===== src/verilog/rx_logic_defines.svh =====
// Shared constants: register map, field positions, packet layout, timing.
`ifndef RX_LOGIC_DEFINES_SVH
`define RX_LOGIC_DEFINES_SVH

// Clock rate and printed times in milliseconds.
`define CLK_HZ 100_000_000
`define MS_PER_S 1000
`define HANG_LONG_MS 500
`define HANG_SHORT_MS 20
`define CLOSE_MS 15

// Counter widths sized for the longest default count.
`define HANG_W 26
`define CLOSE_W 21

// Packet layout.
`define RX_MAX_BYTES 5
`define TX_MAX_BYTES 12
`define TX_CNT_W 4
`define LEN_W 4
`define LEN_CMD_SHORT 4'h1
`define LEN_CMD_LONG 4'h5
`define TX_FULL 4'hC
`define BIT_IN1 4
`define BIT_IN3 6
`define STATE_RSVD_MASK 8'h8E
`define STATE_ALL_OFF 8'h00

// Register byte offsets, low address byte only.
`define REG_CTRL 8'h00
`define REG_STATUS 8'h04
`define REG_OWN_SERIAL 8'h08
`define REG_LEARNED_SERIAL 8'h0C

// Control register bits.
`define CTRL_LEARN 0
`define CTRL_FORGET 1

// Status register bits.
`define ST_OUT_LO 0
`define ST_OUT_HI 2
`define ST_NETWORK 4
`define ST_HANG_LONG 5
`define ST_LEARNING 6
`define ST_LEARNED 7
`define ST_RECEIVER 8
`define ST_HANG_ACTIVE 9

// Bus encodings.
`define HSIZE_WORD 3'h2
`define HTRANS_ACTIVE 1
`define HRESP_OKAY 1'h0

`endif


===== src/verilog/rx_logic_pkg.sv =====
// Types shared by the logic receiver and its serial packet closer.
package rx_logic_pkg;
`include "rx_logic_defines.svh"

	// A received radio packet; data[0] is the first payload byte.
	typedef struct packed {
		logic valid;
		logic [`LEN_W-1:0] len;
		logic [31:0] hdrSerial;
		logic [`RX_MAX_BYTES-1:0][7:0] data;
	} rx_packet_t;

	// A radio packet closed by the serial path; data[0] goes first.
	typedef struct packed {
		logic valid;
		logic [`LEN_W-1:0] len;
		logic [`TX_MAX_BYTES-1:0][7:0] data;
	} tx_packet_t;

	typedef enum logic [2:0] {
		LS_IDLE = 3'h1,
		LS_LEARN = 3'h2,
		LS_RELEASE = 3'h4
	} learn_state_t;

	typedef enum logic [1:0] {
		CS_EMPTY = 2'h1,
		CS_FILL = 2'h2
	} close_state_t;

	typedef struct packed {
		close_state_t state;
		logic [`TX_CNT_W-1:0] count;
		logic [`CLOSE_W-1:0] timer;
		logic [`TX_MAX_BYTES-1:0][7:0] data;
		tx_packet_t pkt;
		logic ready;
	} close_state_s_t;

	typedef struct packed {
		logic netMeta;
		logic network;
		logic hangMeta;
		logic hangSel;
		logic modeMeta;
		logic modeRecv;
		logic learnMeta;
		logic learnIn;
		logic learnPrev;
		learn_state_t learnState;
		logic learnOut;
		logic learnOe;
		logic learnedValid;
		logic [31:0] learnedSerial;
		logic [31:0] ownSerial;
		logic [2:0] outs;
		logic [`HANG_W-1:0] hangCnt;
		logic dataWrite;
		logic [7:0] addr;
		logic [31:0] hrdata;
		logic hreadyout;
		logic hresp;
		logic rxEnable;
		logic txEnable;
	} rx_state_t;

endpackage


===== src/verilog/rx_logic_receiver.sv =====
// Logic receiver: packet filter, output drive, hang timer, bus registers.
//
// Contract
// - Receiver modes only receive, never transmit.
// - Network strap high selects network mode.
// - Learn pin bidirectional only in network mode.
// - Packet bits drive three active-high outputs.
// - Hang time 500ms or 20ms, then clear.
// - State bits 6..4 carry inputs 3..1.
// - Bit 0 RFID flag, other bits zero.
// - State byte then four serial bytes.
// - Network mode discards unlearned senders; the code accepts a five-byte command matching own serial from any sender.
// - Serial-module packets decode like transmitter packets.
// - Single zero byte clears outputs immediately.
// - One-byte command needs learned header serial.
// - Open mode accepts every packet; the code still drops malformed packets and lengths other than 1 or 5.
// - Five-byte command needs own serial match.
// - Learning stores header serial only.
// - Sender closes packet at 12 bytes/15ms.
//
// Implementation choices: the AHB-Lite register port and the placing of the registers.
`timescale 1ns/10ps
`default_nettype none
`include "rx_logic_defines.svh"
module rx_logic_receiver
	import rx_logic_pkg::*;
#(
	parameter int unsigned HANG_LONG_CYCLES =
		`CLK_HZ / `MS_PER_S * `HANG_LONG_MS,
	parameter int unsigned HANG_SHORT_CYCLES =
		`CLK_HZ / `MS_PER_S * `HANG_SHORT_MS,
	parameter int unsigned CLOSE_CYCLES = `CLK_HZ / `MS_PER_S * `CLOSE_MS,
	parameter bit HANG_LONG_LEVEL = 1'b1,
	// Reset value of the unit serial number; arbitrary.
	parameter logic [31:0] UNIT_SERIAL_DEFAULT = 32'h5A5A_0001
) (
	input wire logic core_clk,
	input wire logic reset_n,
	input wire logic network_select_strap,
	input wire logic hang_select_strap,
	input wire logic mode_strap_high,
	input wire logic learn_pin_in,
	output logic learn_pin_out,
	output logic learn_pin_oe,
	output logic logic_out_one,
	output logic logic_out_two,
	output logic logic_out_three,
	output logic rxEnable,
	output logic txEnable,
	input wire rx_packet_t rxPacket,
	input wire logic serByteValid,
	input wire logic [7:0] serByte,
	output logic serByteReady,
	output tx_packet_t txPacket,
	input wire logic hsel,
	input wire logic [31:0] haddr,
	input wire logic [1:0] htrans,
	input wire logic hwrite,
	input wire logic [2:0] hsize,
	input wire logic [31:0] hwdata,
	input wire logic hready,
	output logic hreadyout,
	output logic hresp,
	output logic [31:0] hrdata
);

	// A state byte is legal when only input and RFID bits are set.
	function automatic logic formatOk(input logic [7:0] b);
		formatOk = (b & `STATE_RSVD_MASK) == `STATE_ALL_OFF;
	endfunction

	// Input bits of a state byte, in output order one to three.
	function automatic logic [2:0] outBits(input logic [7:0] b);
		outBits = b[`BIT_IN3:`BIT_IN1];
	endfunction

	logic [1:0] rstPipe;
	logic rstN;
	rx_state_t s;
	rx_state_t n;
	logic take;
	logic isShort;
	logic isLong;
	logic hdrKnown;
	logic accept;
	logic hangLong;
	logic swLearn;
	logic swForget;
	logic [31:0] payloadSerial;
	logic [31:0] rdVal;

	// Reset release is synchronised so every flop leaves reset together.
	always_ff @(posedge core_clk or negedge reset_n) begin
		if (!reset_n) begin
			rstPipe <= 2'h0;
		end else begin
			rstPipe <= {rstPipe[0], 1'b1};
		end
	end
	assign rstN = rstPipe[1];

	// All outputs come from state flops.
	assign learn_pin_out = s.learnOut;
	assign learn_pin_oe = s.learnOe;
	assign logic_out_one = s.outs[0];
	assign logic_out_two = s.outs[1];
	assign logic_out_three = s.outs[2];
	assign rxEnable = s.rxEnable;
	assign txEnable = s.txEnable;
	assign hreadyout = s.hreadyout;
	assign hresp = s.hresp;
	assign hrdata = s.hrdata;

	// Next-state logic for pins, filtering, learning, timer and bus.
	always_comb begin
		n = s;
		// Strap and pin synchronisers, two flops each.
		n.netMeta = network_select_strap;
		n.network = s.netMeta;
		n.hangMeta = hang_select_strap;
		n.hangSel = s.hangMeta;
		n.modeMeta = mode_strap_high;
		n.modeRecv = s.modeMeta;
		n.learnMeta = learn_pin_in;
		n.learnIn = s.learnMeta;
		n.learnPrev = s.learnIn;
		n.hresp = `HRESP_OKAY;
		n.hreadyout = 1'b1;
		// Receiver modes keep the radio listening and never send.
		n.rxEnable = 1'b1;
		n.txEnable = !s.modeRecv;
		hangLong = s.hangSel == HANG_LONG_LEVEL;

		// Bus data phase: writes land one cycle after the address phase.
		swLearn = 1'b0;
		swForget = 1'b0;
		if (s.dataWrite) begin
			case (s.addr)
				`REG_CTRL: begin
					swLearn = hwdata[`CTRL_LEARN];
					swForget = hwdata[`CTRL_FORGET];
				end
				`REG_OWN_SERIAL: begin
					n.ownSerial = hwdata;
				end
				default: begin
				end
			endcase
		end
		if (swForget) begin
			n.learnedValid = 1'b0;
		end

		// Sender filter. A serial-module packet uses the same layout.
		isShort = rxPacket.len == `LEN_CMD_SHORT;
		isLong = rxPacket.len == `LEN_CMD_LONG;
		payloadSerial = {rxPacket.data[1], rxPacket.data[2],
			rxPacket.data[3], rxPacket.data[4]};
		hdrKnown = s.learnedValid && rxPacket.hdrSerial == s.learnedSerial;
		if (!s.network) begin
			accept = 1'b1;
		end else if (isShort) begin
			accept = hdrKnown;
		end else begin
			// A transmitter repeats its own serial in the payload; a
			// five-byte command names the addressed receiver instead.
			accept = payloadSerial == s.ownSerial ||
				(hdrKnown && payloadSerial == rxPacket.hdrSerial);
		end
		accept = accept && rxPacket.valid && (isShort || isLong) &&
			formatOk(rxPacket.data[0]) && s.learnState != LS_LEARN &&
			s.modeRecv;

		// Learn sequence, only while the network strap is high.
		case (s.learnState)
			LS_IDLE: begin
				if (s.network && ((s.learnIn && !s.learnPrev) || swLearn)) begin
					n.learnState = LS_LEARN;
				end
			end
			LS_LEARN: begin
				if (!s.network) begin
					n.learnState = LS_IDLE;
				end else if (rxPacket.valid && (isShort || isLong)) begin
					n.learnedSerial = rxPacket.hdrSerial;
					n.learnedValid = 1'b1;
					n.learnState = LS_RELEASE;
				end
			end
			LS_RELEASE: begin
				// Wait for the button to let go so it cannot relearn.
				if (!s.learnIn || !s.network) begin
					n.learnState = LS_IDLE;
				end
			end
			default: begin
				n.learnState = LS_IDLE;
			end
		endcase
		// The pin lights while learning and floats otherwise.
		n.learnOut = n.learnState == LS_LEARN;
		n.learnOe = n.learnState == LS_LEARN;

		// Hang timer: outputs fall when the count runs out.
		if (s.hangCnt != '0) begin
			n.hangCnt = s.hangCnt - `HANG_W'(1);
			if (s.hangCnt == `HANG_W'(1)) begin
				n.outs = 3'h0;
			end
		end
		if (accept) begin
			if (isShort && rxPacket.data[0] == `STATE_ALL_OFF) begin
				n.outs = 3'h0;
				n.hangCnt = '0;
			end else begin
				n.outs = outBits(rxPacket.data[0]);
				// Reload even when the state is unchanged.
				n.hangCnt = hangLong ? `HANG_W'(HANG_LONG_CYCLES) :
					`HANG_W'(HANG_SHORT_CYCLES);
			end
		end
		if (!s.modeRecv) begin
			n.outs = 3'h0;
			n.hangCnt = '0;
		end

		// Bus address phase: read data is prepared for the data phase.
		take = hsel && htrans[`HTRANS_ACTIVE] && hready;
		n.dataWrite = take && hwrite && hsize == `HSIZE_WORD;
		n.addr = haddr[7:0];
		rdVal = '0;
		case (haddr[7:0])
			`REG_CTRL: begin
				rdVal[`CTRL_LEARN] = s.learnState == LS_LEARN;
			end
			`REG_STATUS: begin
				rdVal[`ST_OUT_HI:`ST_OUT_LO] = s.outs;
				rdVal[`ST_NETWORK] = s.network;
				rdVal[`ST_HANG_LONG] = hangLong;
				rdVal[`ST_LEARNING] = s.learnState == LS_LEARN;
				rdVal[`ST_LEARNED] = s.learnedValid;
				rdVal[`ST_RECEIVER] = s.modeRecv;
				rdVal[`ST_HANG_ACTIVE] = s.hangCnt != '0;
			end
			`REG_OWN_SERIAL: begin
				rdVal = s.ownSerial;
			end
			`REG_LEARNED_SERIAL: begin
				rdVal = s.learnedSerial;
			end
			default: begin
				rdVal = '0;
			end
		endcase
		n.hrdata = (take && !hwrite) ? rdVal : 32'h0000_0000;
	end

	// State register; bus ready and the serial number have own reset values.
	always_ff @(posedge core_clk or negedge rstN) begin
		if (!rstN) begin
			s <= '0;
			s.learnState <= LS_IDLE;
			s.hreadyout <= 1'b1;
			s.ownSerial <= UNIT_SERIAL_DEFAULT;
			// The mode sync leaves reset in receiver mode, so the
			// transmitter cannot blip on while the strap settles.
			s.modeMeta <= 1'b1;
			s.modeRecv <= 1'b1;
		end else begin
			s <= n;
		end
	end

	// Serial-mode packetizer; refuses bytes in the receiver modes.
	serial_packet_closer #(
		.CLOSE_CYCLES(CLOSE_CYCLES)
	) closer (
		.core_clk(core_clk),
		.rstN(rstN),
		.enable(!s.modeRecv),
		.byteValid(serByteValid),
		.byteData(serByte),
		.byteReady(serByteReady),
		.pkt(txPacket)
	);

endmodule
`default_nettype wire


===== src/verilog/serial_packet_closer.sv =====
// Serial path packetizer: closes a radio packet on a full or timed buffer.
`timescale 1ns/10ps
`default_nettype none
`include "rx_logic_defines.svh"
module serial_packet_closer
	import rx_logic_pkg::*;
#(
	parameter int unsigned CLOSE_CYCLES = `CLK_HZ / `MS_PER_S * `CLOSE_MS
) (
	input wire logic core_clk,
	input wire logic rstN,
	input wire logic enable,
	input wire logic byteValid,
	input wire logic [7:0] byteData,
	output logic byteReady,
	output tx_packet_t pkt
);

	close_state_s_t s;
	close_state_s_t n;
	logic take;

	assign byteReady = s.ready;
	assign pkt = s.pkt;

	// The timer runs from the first byte, so a steady trickle of bytes
	// cannot hold a packet open forever.
	always_comb begin
		n = s;
		n.pkt.valid = 1'b0;
		n.ready = enable;
		take = s.ready && byteValid;
		case (s.state)
			CS_EMPTY: begin
				if (take) begin
					n.data[0] = byteData;
					n.count = `TX_CNT_W'(1);
					n.timer = `CLOSE_W'(CLOSE_CYCLES);
					n.state = CS_FILL;
				end
			end
			CS_FILL: begin
				n.timer = s.timer - `CLOSE_W'(1);
				if (take) begin
					n.data[s.count] = byteData;
					n.count = s.count + `TX_CNT_W'(1);
				end
				// Full buffer or expired timer, whichever comes first.
				if (n.count == `TX_FULL || s.timer == `CLOSE_W'(1)) begin
					n.pkt.valid = 1'b1;
					n.pkt.len = n.count;
					n.pkt.data = n.data;
					n.count = '0;
					n.state = CS_EMPTY;
				end
			end
			default: begin
				n.state = CS_EMPTY;
			end
		endcase
		// Leaving serial mode drops a half-built packet.
		if (!enable) begin
			n.state = CS_EMPTY;
			n.count = '0;
		end
	end

	// State register.
	always_ff @(posedge core_clk or negedge rstN) begin
		if (!rstN) begin
			s <= '0;
			s.state <= CS_EMPTY;
		end else begin
			s <= n;
		end
	end

endmodule
`default_nettype wire

===== config.mk =====
export PLATFORM = sky130hd
export DESIGN_NAME = rx_logic_receiver
export DESIGN_NICKNAME = d
export VERILOG_FILES = /design/src/verilog/rx_logic_pkg.sv /design/src/verilog/rx_logic_receiver.sv /design/src/verilog/serial_packet_closer.sv
export VERILOG_INCLUDE_DIRS = /design/src /design/src/verilog
export SDC_FILE = /design/constraint.sdc
export NUM_CORES = 1
export LEC_CHECK = 0
export BUFFER_PORTS_ARGS = -buffer_cell sky130_fd_sc_hd__buf_2
export CAP_MARGIN = 40
export CELL_PAD_IN_SITES_DETAIL_PLACEMENT = 1
export CELL_PAD_IN_SITES_GLOBAL_PLACEMENT = 1
export CORE_ASPECT_RATIO = 1.5
export CORE_MARGIN = 4
export CORE_UTILIZATION = 30
export DETAILED_ROUTE_END_ITERATION = 7
export PLACE_DENSITY = 0.57
export SYNTH_ARGS = -nofsm -noshare
export SYNTH_HDL_FRONTEND = slang
export SYNTH_SLANG_ARGS = --single-unit

===== constraint.sdc =====
create_clock -name core_clk -period 15.6 [get_ports core_clk]
set_input_delay 3.9 -clock core_clk [delete_from_list [all_inputs] [get_ports core_clk]]
set_output_delay 3.9 -clock core_clk [all_outputs]
set_load 0.01 [all_outputs]

# == Yosys cells after proc, flatten, opt, wreduce, memory -nomap -nowiden ==
# Cells that the tools add are included.
# totals
ff_bits,376
inputBits,164
out_inout_bits,143
elab_cells,165
# classes
n_addsub,3
magnitude_cmp,2
eq_ne,25
n_mux,42
reduce_logical,42
# ops
operator,n
$mux 101,2
$mux 29,4
$mux 33,3
$bwmux 96,1
$eq 32x32->1,3
$mux 96,1
$pmux 25 s2,1
$pmux 22 s2,1
$demux 8 s4,1
$logic_not 8->1,4
$mux 32,1
$mux 27,1
$eq 26x1->1 const B,1
$mux 26,1
$reduce_bool 26->1,1
$sub 26x1->26 const B,1
$eq 8x4->1 const B,3
$eq 21x1->1 const B,1
$sub 21x1->21 const B,1
$logic_and 1x1->1,18
$pmux 6 s3,1
$mux 8,2
$pmux 8 s2,1
$mux 3,5
other kinds (29),55

# == Longest topological paths before layout ==
# logic_depth
ltp_word,13
mapped_depth,13
mapped_depth_nobuf,9

# == Modules after synthesis ==
# Synthesis repeated with hierarchy kept, for this count alone.
# unflattened
cells_unflattened,1483
hier_area_um2,18743.0
# by_module_without_submodules
module,n_inst,cells_each,area_each_um2,seq_area_each_um2
serial_packet_closer,1,815,11203.2,5631.7
rx_logic_receiver,1,668,7539.7,3818.7

# == Least setup slack after synthesis ==
# Ideal clock, no wire load.
# synth_path
path_kind,input port to flip-flop
from,input port rxPacket[65] (netlist bit)
to,register s[60] (netlist bit)
setup_time_ps,134
t_arrival_ps,5624
required_ps,15466
slack_ps,9842
stages,8
path_buffers,1
path_cell_list,xor2_1 > nor4_1 > nand4_1 > or3_1 > o211a_1 > o211ai_1 > clkbuf_1 > o21ai_0
# synth_via
elab_chain_len,13
word_cells_on_any_way,15
classes_between,eq/ne: 3; mux: 4; reduce/logical: 8
# synth_lines
element,line,text
"start, declared",rx_logic_receiver.sv:50,"input wire rx_packet_t rxPacket,"
$eq 32x32->1,rx_logic_receiver.sv:159,hdrKnown = s.learnedValid && rxPacket.hdrSerial == s.learnedSerial;
$logic_and 1x1->1,rx_logic_receiver.sv:159,
$logic_and 1x1->1,rx_logic_receiver.sv:168,(hdrKnown && payloadSerial == rxPacket.hdrSerial);
$logic_or 1x1->1,rx_logic_receiver.sv:167,accept = payloadSerial == s.ownSerial ||
$mux 1 (*),rx_logic_receiver.sv:162,end else if (isShort) begin
$mux 1 (*),rx_logic_receiver.sv:160,if (!s.network) begin
$logic_and 1x1->1 (*) (3 in series),rx_logic_receiver.sv:170,accept = accept && rxPacket.valid && (isShort || isLong) &&
$logic_and 1x1->1 (*) (2 in series),rx_logic_receiver.sv:171,formatOk(rxPacket.data[0]) && s.learnState != LS_LEARN &&
$mux 29,rx_logic_receiver.sv:211,if (accept) begin
$mux 29,rx_logic_receiver.sv:222,if (!s.modeRecv) begin
"end signal, assigned",rx_logic_receiver.sv:270,s <= n;
"end, declared",rx_logic_receiver.sv:79,rx_state_t s;
# Every way passes the cells marked *; elsewhere a longest branch is shown, timed or not.
# A chain may end at the register's enable or synchronous reset.

# == Final worst setup path ==
# layout_path
from,input port rxPacket[44] (netlist bit)
to,register s[46] (netlist bit)
# The elaborated chain is that of the path after synthesis.

==> metrics.md <==
| Metric | Value |
|---|---|
| Gates resized, CTS repair | `0` |
| Dpl cell area | `19100 um^2` |
| Worst hold path type | `reg -> reg` |
| Max Fclk | `approximately 160 MHz` |
| H-tree depth reported by CTS | `2` |
| Pins Over Slew Limit | `0` |
| Final setup skew | `~29 ps` |
| Congestion Overflow GR | `0` |
| First-pass GRT wire length | `slightly below 80 mm` |
| Simple-gate share of the synthesized area | `roughly a tenth` |
| DRT Wirelength | `50.4 mm` |
| Residual DRC | `0` |
| Power Dens Cells | `between 100 and 150 nW/um^2` |
| Ports | `roughly 310` |
| Reg2reg start | `closer.s[207]` |
| Post-synthesis adder-cell area fraction | `less than 1%` |
| Routed len/inst | `around 20 um` |
| Yosys cell types | `55` |
| I/O Buffers | `279` |
| Synth-to-layout area growth | `14.9%` |
| Slowest Stage Delay on Critical Path | `around 620 ps` |
| Nets | `1876` |
| Via count | `11924` |
| Crit path capture | `s[46]` |
| Minimum clock period | `6070 ps` |
| Post-Synthesis Cells | `around 1600` |
| Post-synth ARST share | `between 90% and 100%` |
| Clock transition at path regs | `60 ps` |
| Hpwl dp | `between 30 and 40 mm` |
| Syn Std Cell Area | `17800 um^2` |
| Main combinational cell family by area after synthesis | `multiplexers` |
| Peak supply drop | `between 0.07 and 0.08 mV` |
| Seq/Total Area, Yosys | `a little over half` |
| Final instance area | `20500 um^2` |
| CTS tree | `done` |
| Synth Area in XOR/XNOR | `6.34%` |
| Leak | `10.0 nW` |
| Initial Utilization | `30.3%` |
| Most common cell after layout, fill and taps aside | `dfrtp_1` |
| WHS | `~360 ps` |
| Clk Latency, worst-skew pair | `~560 ps` |
| Chip width | `just over 200 um` |
| Setup TNS | `0 ps` |
| DRT Pass-1 Iters | `4` |
| Worst hold path depth | `0` |
| Total power | `~2.4 mW` |
| Reg2Reg Setup Slack | `12490 ps` |
| Mux contribution to synthesized area | `between 10% and 20%` |
| Vias in the first global route | `about 13000` |
| Inst Count DP | `~2400` |
| FF+latch count, synth | `~380` |
| Final period utilization | `about two fifths` |
| CTS Hold Bufs | `0` |
| Slowest CP cell | `nor4_1` |
| Final setup margin | `about 9500 ps` |
| Core area | `around 59000 um^2` |
| Uppermost layer routed | `met5` |
| Utilization after layout | `about a third` |
| Initial antenna violation count | `10` |
| R2R depth | `9` |
| Gp weighted congestion | `about 0.8` |
| Worst-case clock buffer depth | `3` |
| Critical path depth | `9` |
| Register area | `~9400 um^2` |
| Slew margin rel. | `a little under a quarter` |
| Max-cap check violation count | `0` |
| Most frequent cells in the layout | `dfrtp_1 (362), buf_2 (281), mux2_2 (165), nand2_1 (150), o21ai_0 (102)` |
| Placement Rows | `roughly 110` |
| Sink Count | `approximately 380` |
| Pre-CTS WS | `between 8000 and 9000 ps` |
| Share of layout cells above drive strength 1 | `approximately a third` |
| Clock buffer count from CTS | `41` |
| CTS root buf | `clkbuf_16` |
| Vias per cell | `around 4.7` |
| Bufs and invs on worst path | `2` |
| Initial DRC Count | `between 400 and 500` |
| Overall routing resource usage | `approximately 16%` |
| Largest net degree at the start of global routing | `186` |
| CP arrival | `between 6000 and 7000 ps` |
| Filler cells | `around 6600` |
| Die H | `between 300 and 400 um` |
| Critical path class | `in -> reg` |
| Fin. Hold Viols | `0` |
| Setup crit end kind | `flip-flop` |
| Metal2 WL | `26.2 mm` |
| Delay-heaviest family, CP | `simple AND/OR/NAND/NOR gates` |
| Post-DRT Antenna Nets | `0` |
| CP cell instances | `buf_2 > xor2_1 > nor4_1 > nand4_1 > or3_1 > o211a_1 > o21ai_1 > buf_4 > a211oi_1` |
| Worst-Margin Slew | `~1100 ps` |
| Synth warnings | `0` |
| Post-CTS Setup Bufs | `0` |
| Status | `completed` |
| Startpoint Class | `input port` |
| Worst r2r dst | `closer.pkt[84]` |
| Avg Inst Size Synth | `about 11 um^2` |
| Finished Layout Cells | `about 2500` |
| Met3 wire length | `roughly 3.0 mm` |
| Required @ worst endpoint | `16030 ps` |
| Setup violators final | `0` |
| Synth Area in Compound Gates | `approximately 6%` |
| M1 WL | `between 15 and 20 mm` |
| Crit-path max FO | `7` |
| Die ar. | `63500 um^2` |
| Multi-input logic area | `7040 um^2` |
| Worst Setup SP | `rxPacket[44]` |
| Post-synth EDFFs | `0` |
| Top_reg_cell synth | `dfrtp_1` |
| Unrepaired setup endpoints after global routing | `false` |
-- power by group --
| part | internal [mW] | leakage (nW) | switching [mW] |
|---|---|---|---|
| Combinational | 0.130 | 4.34 | 0.181 |
| Sequential | 1.02 | 5.02 | 0.0424 |
| Clock | 0.569 | 0.671 | 0.411 |
-- synthesized netlist by cell type, drive strengths merged, types with 3 or more instances --
cell,count,area share [%]
dfrtp,363,51
mux2,166,11
nand2,150,3.2
buf,147,6.2
o21ai,123,3.5
mux2i,101,5.7
xnor2,85,4.2
nor2,70,1.5
clkbuf,62,1.3
xor2,44,2.2
nand3,31,0.87
a22oi,30,1.3
nand4,23,0.81
nor3,23,0.71
nor4,22,0.77
dfstp,13,1.9
inv,12,0.25
or3,10,0.35
a21oi,8,0.22
ha,8,0.56
nand2b,8,0.28
nor2b,8,0.28
or4,8,0.38
o211ai,5,0.21
nand3b,4,0.17
or2,4,0.14
a31oi,3,0.11
nor4b,3,0.15
o22ai,3,0.11
-- sequential cells by signal (all words and copies together), names as in the netlist --
name / cells
n: 5
closer.s: 123
logic_out_two: 1
rxEnable: 1
learn_pin_oe: 1
closer.pkt: 101
closer.byteReady: 1
hrdata: 32
logic_out_three: 1
s: 106
logic_out_one: 1
rstPipe: 2
hangLong: 1
-- metal layers --
metal,GRT usage (%),up-vias
met1,17.3,5928
met3,3.83,90
met2,28.6,333
met5,0,-
met4,5.97,10
li1,-,5563
-- worst min-delay path by stage --
stage | startpoint | endpoint | slack [ps]
floorplan | n[149] | hangLong | 330
global placement | n[149] | hangLong | 330
detailed placement | n[151] | s[151] | 340
CTS | n[151] | s[151] | 360
global route | n[151] | s[151] | 360
finish | n[149] | hangLong | 360
-- kinds of logic (layout without fill, tap and decap cells) --
| group | Yosys count | count (layout) |
|---|---|---|
| other | 2 | 9 |
| adders and majority gates | 8 | 8 |
| buffers and inverters | 221 | 388 |
| AOI/OAI and AO/OA | 186 | 186 |
| xor gates and xnor gates | 129 | 129 |
| DFF | 376 | 376 |
| and+or+nand+nor | 377 | 377 |
| muxes | 268 | 268 |
-- final cells by class --
class	instances	area share [%]
flip-flops and latches	376	46.0
multi-input cells	972	34.4
repair buffers	301	8.03
clock buffers	60	5.85
well taps	777	4.75
clock inverters	15	0.696
inverters	12	0.220
diodes	5	0.0611
No activity file was read; power rests on OpenSTA's default activity.
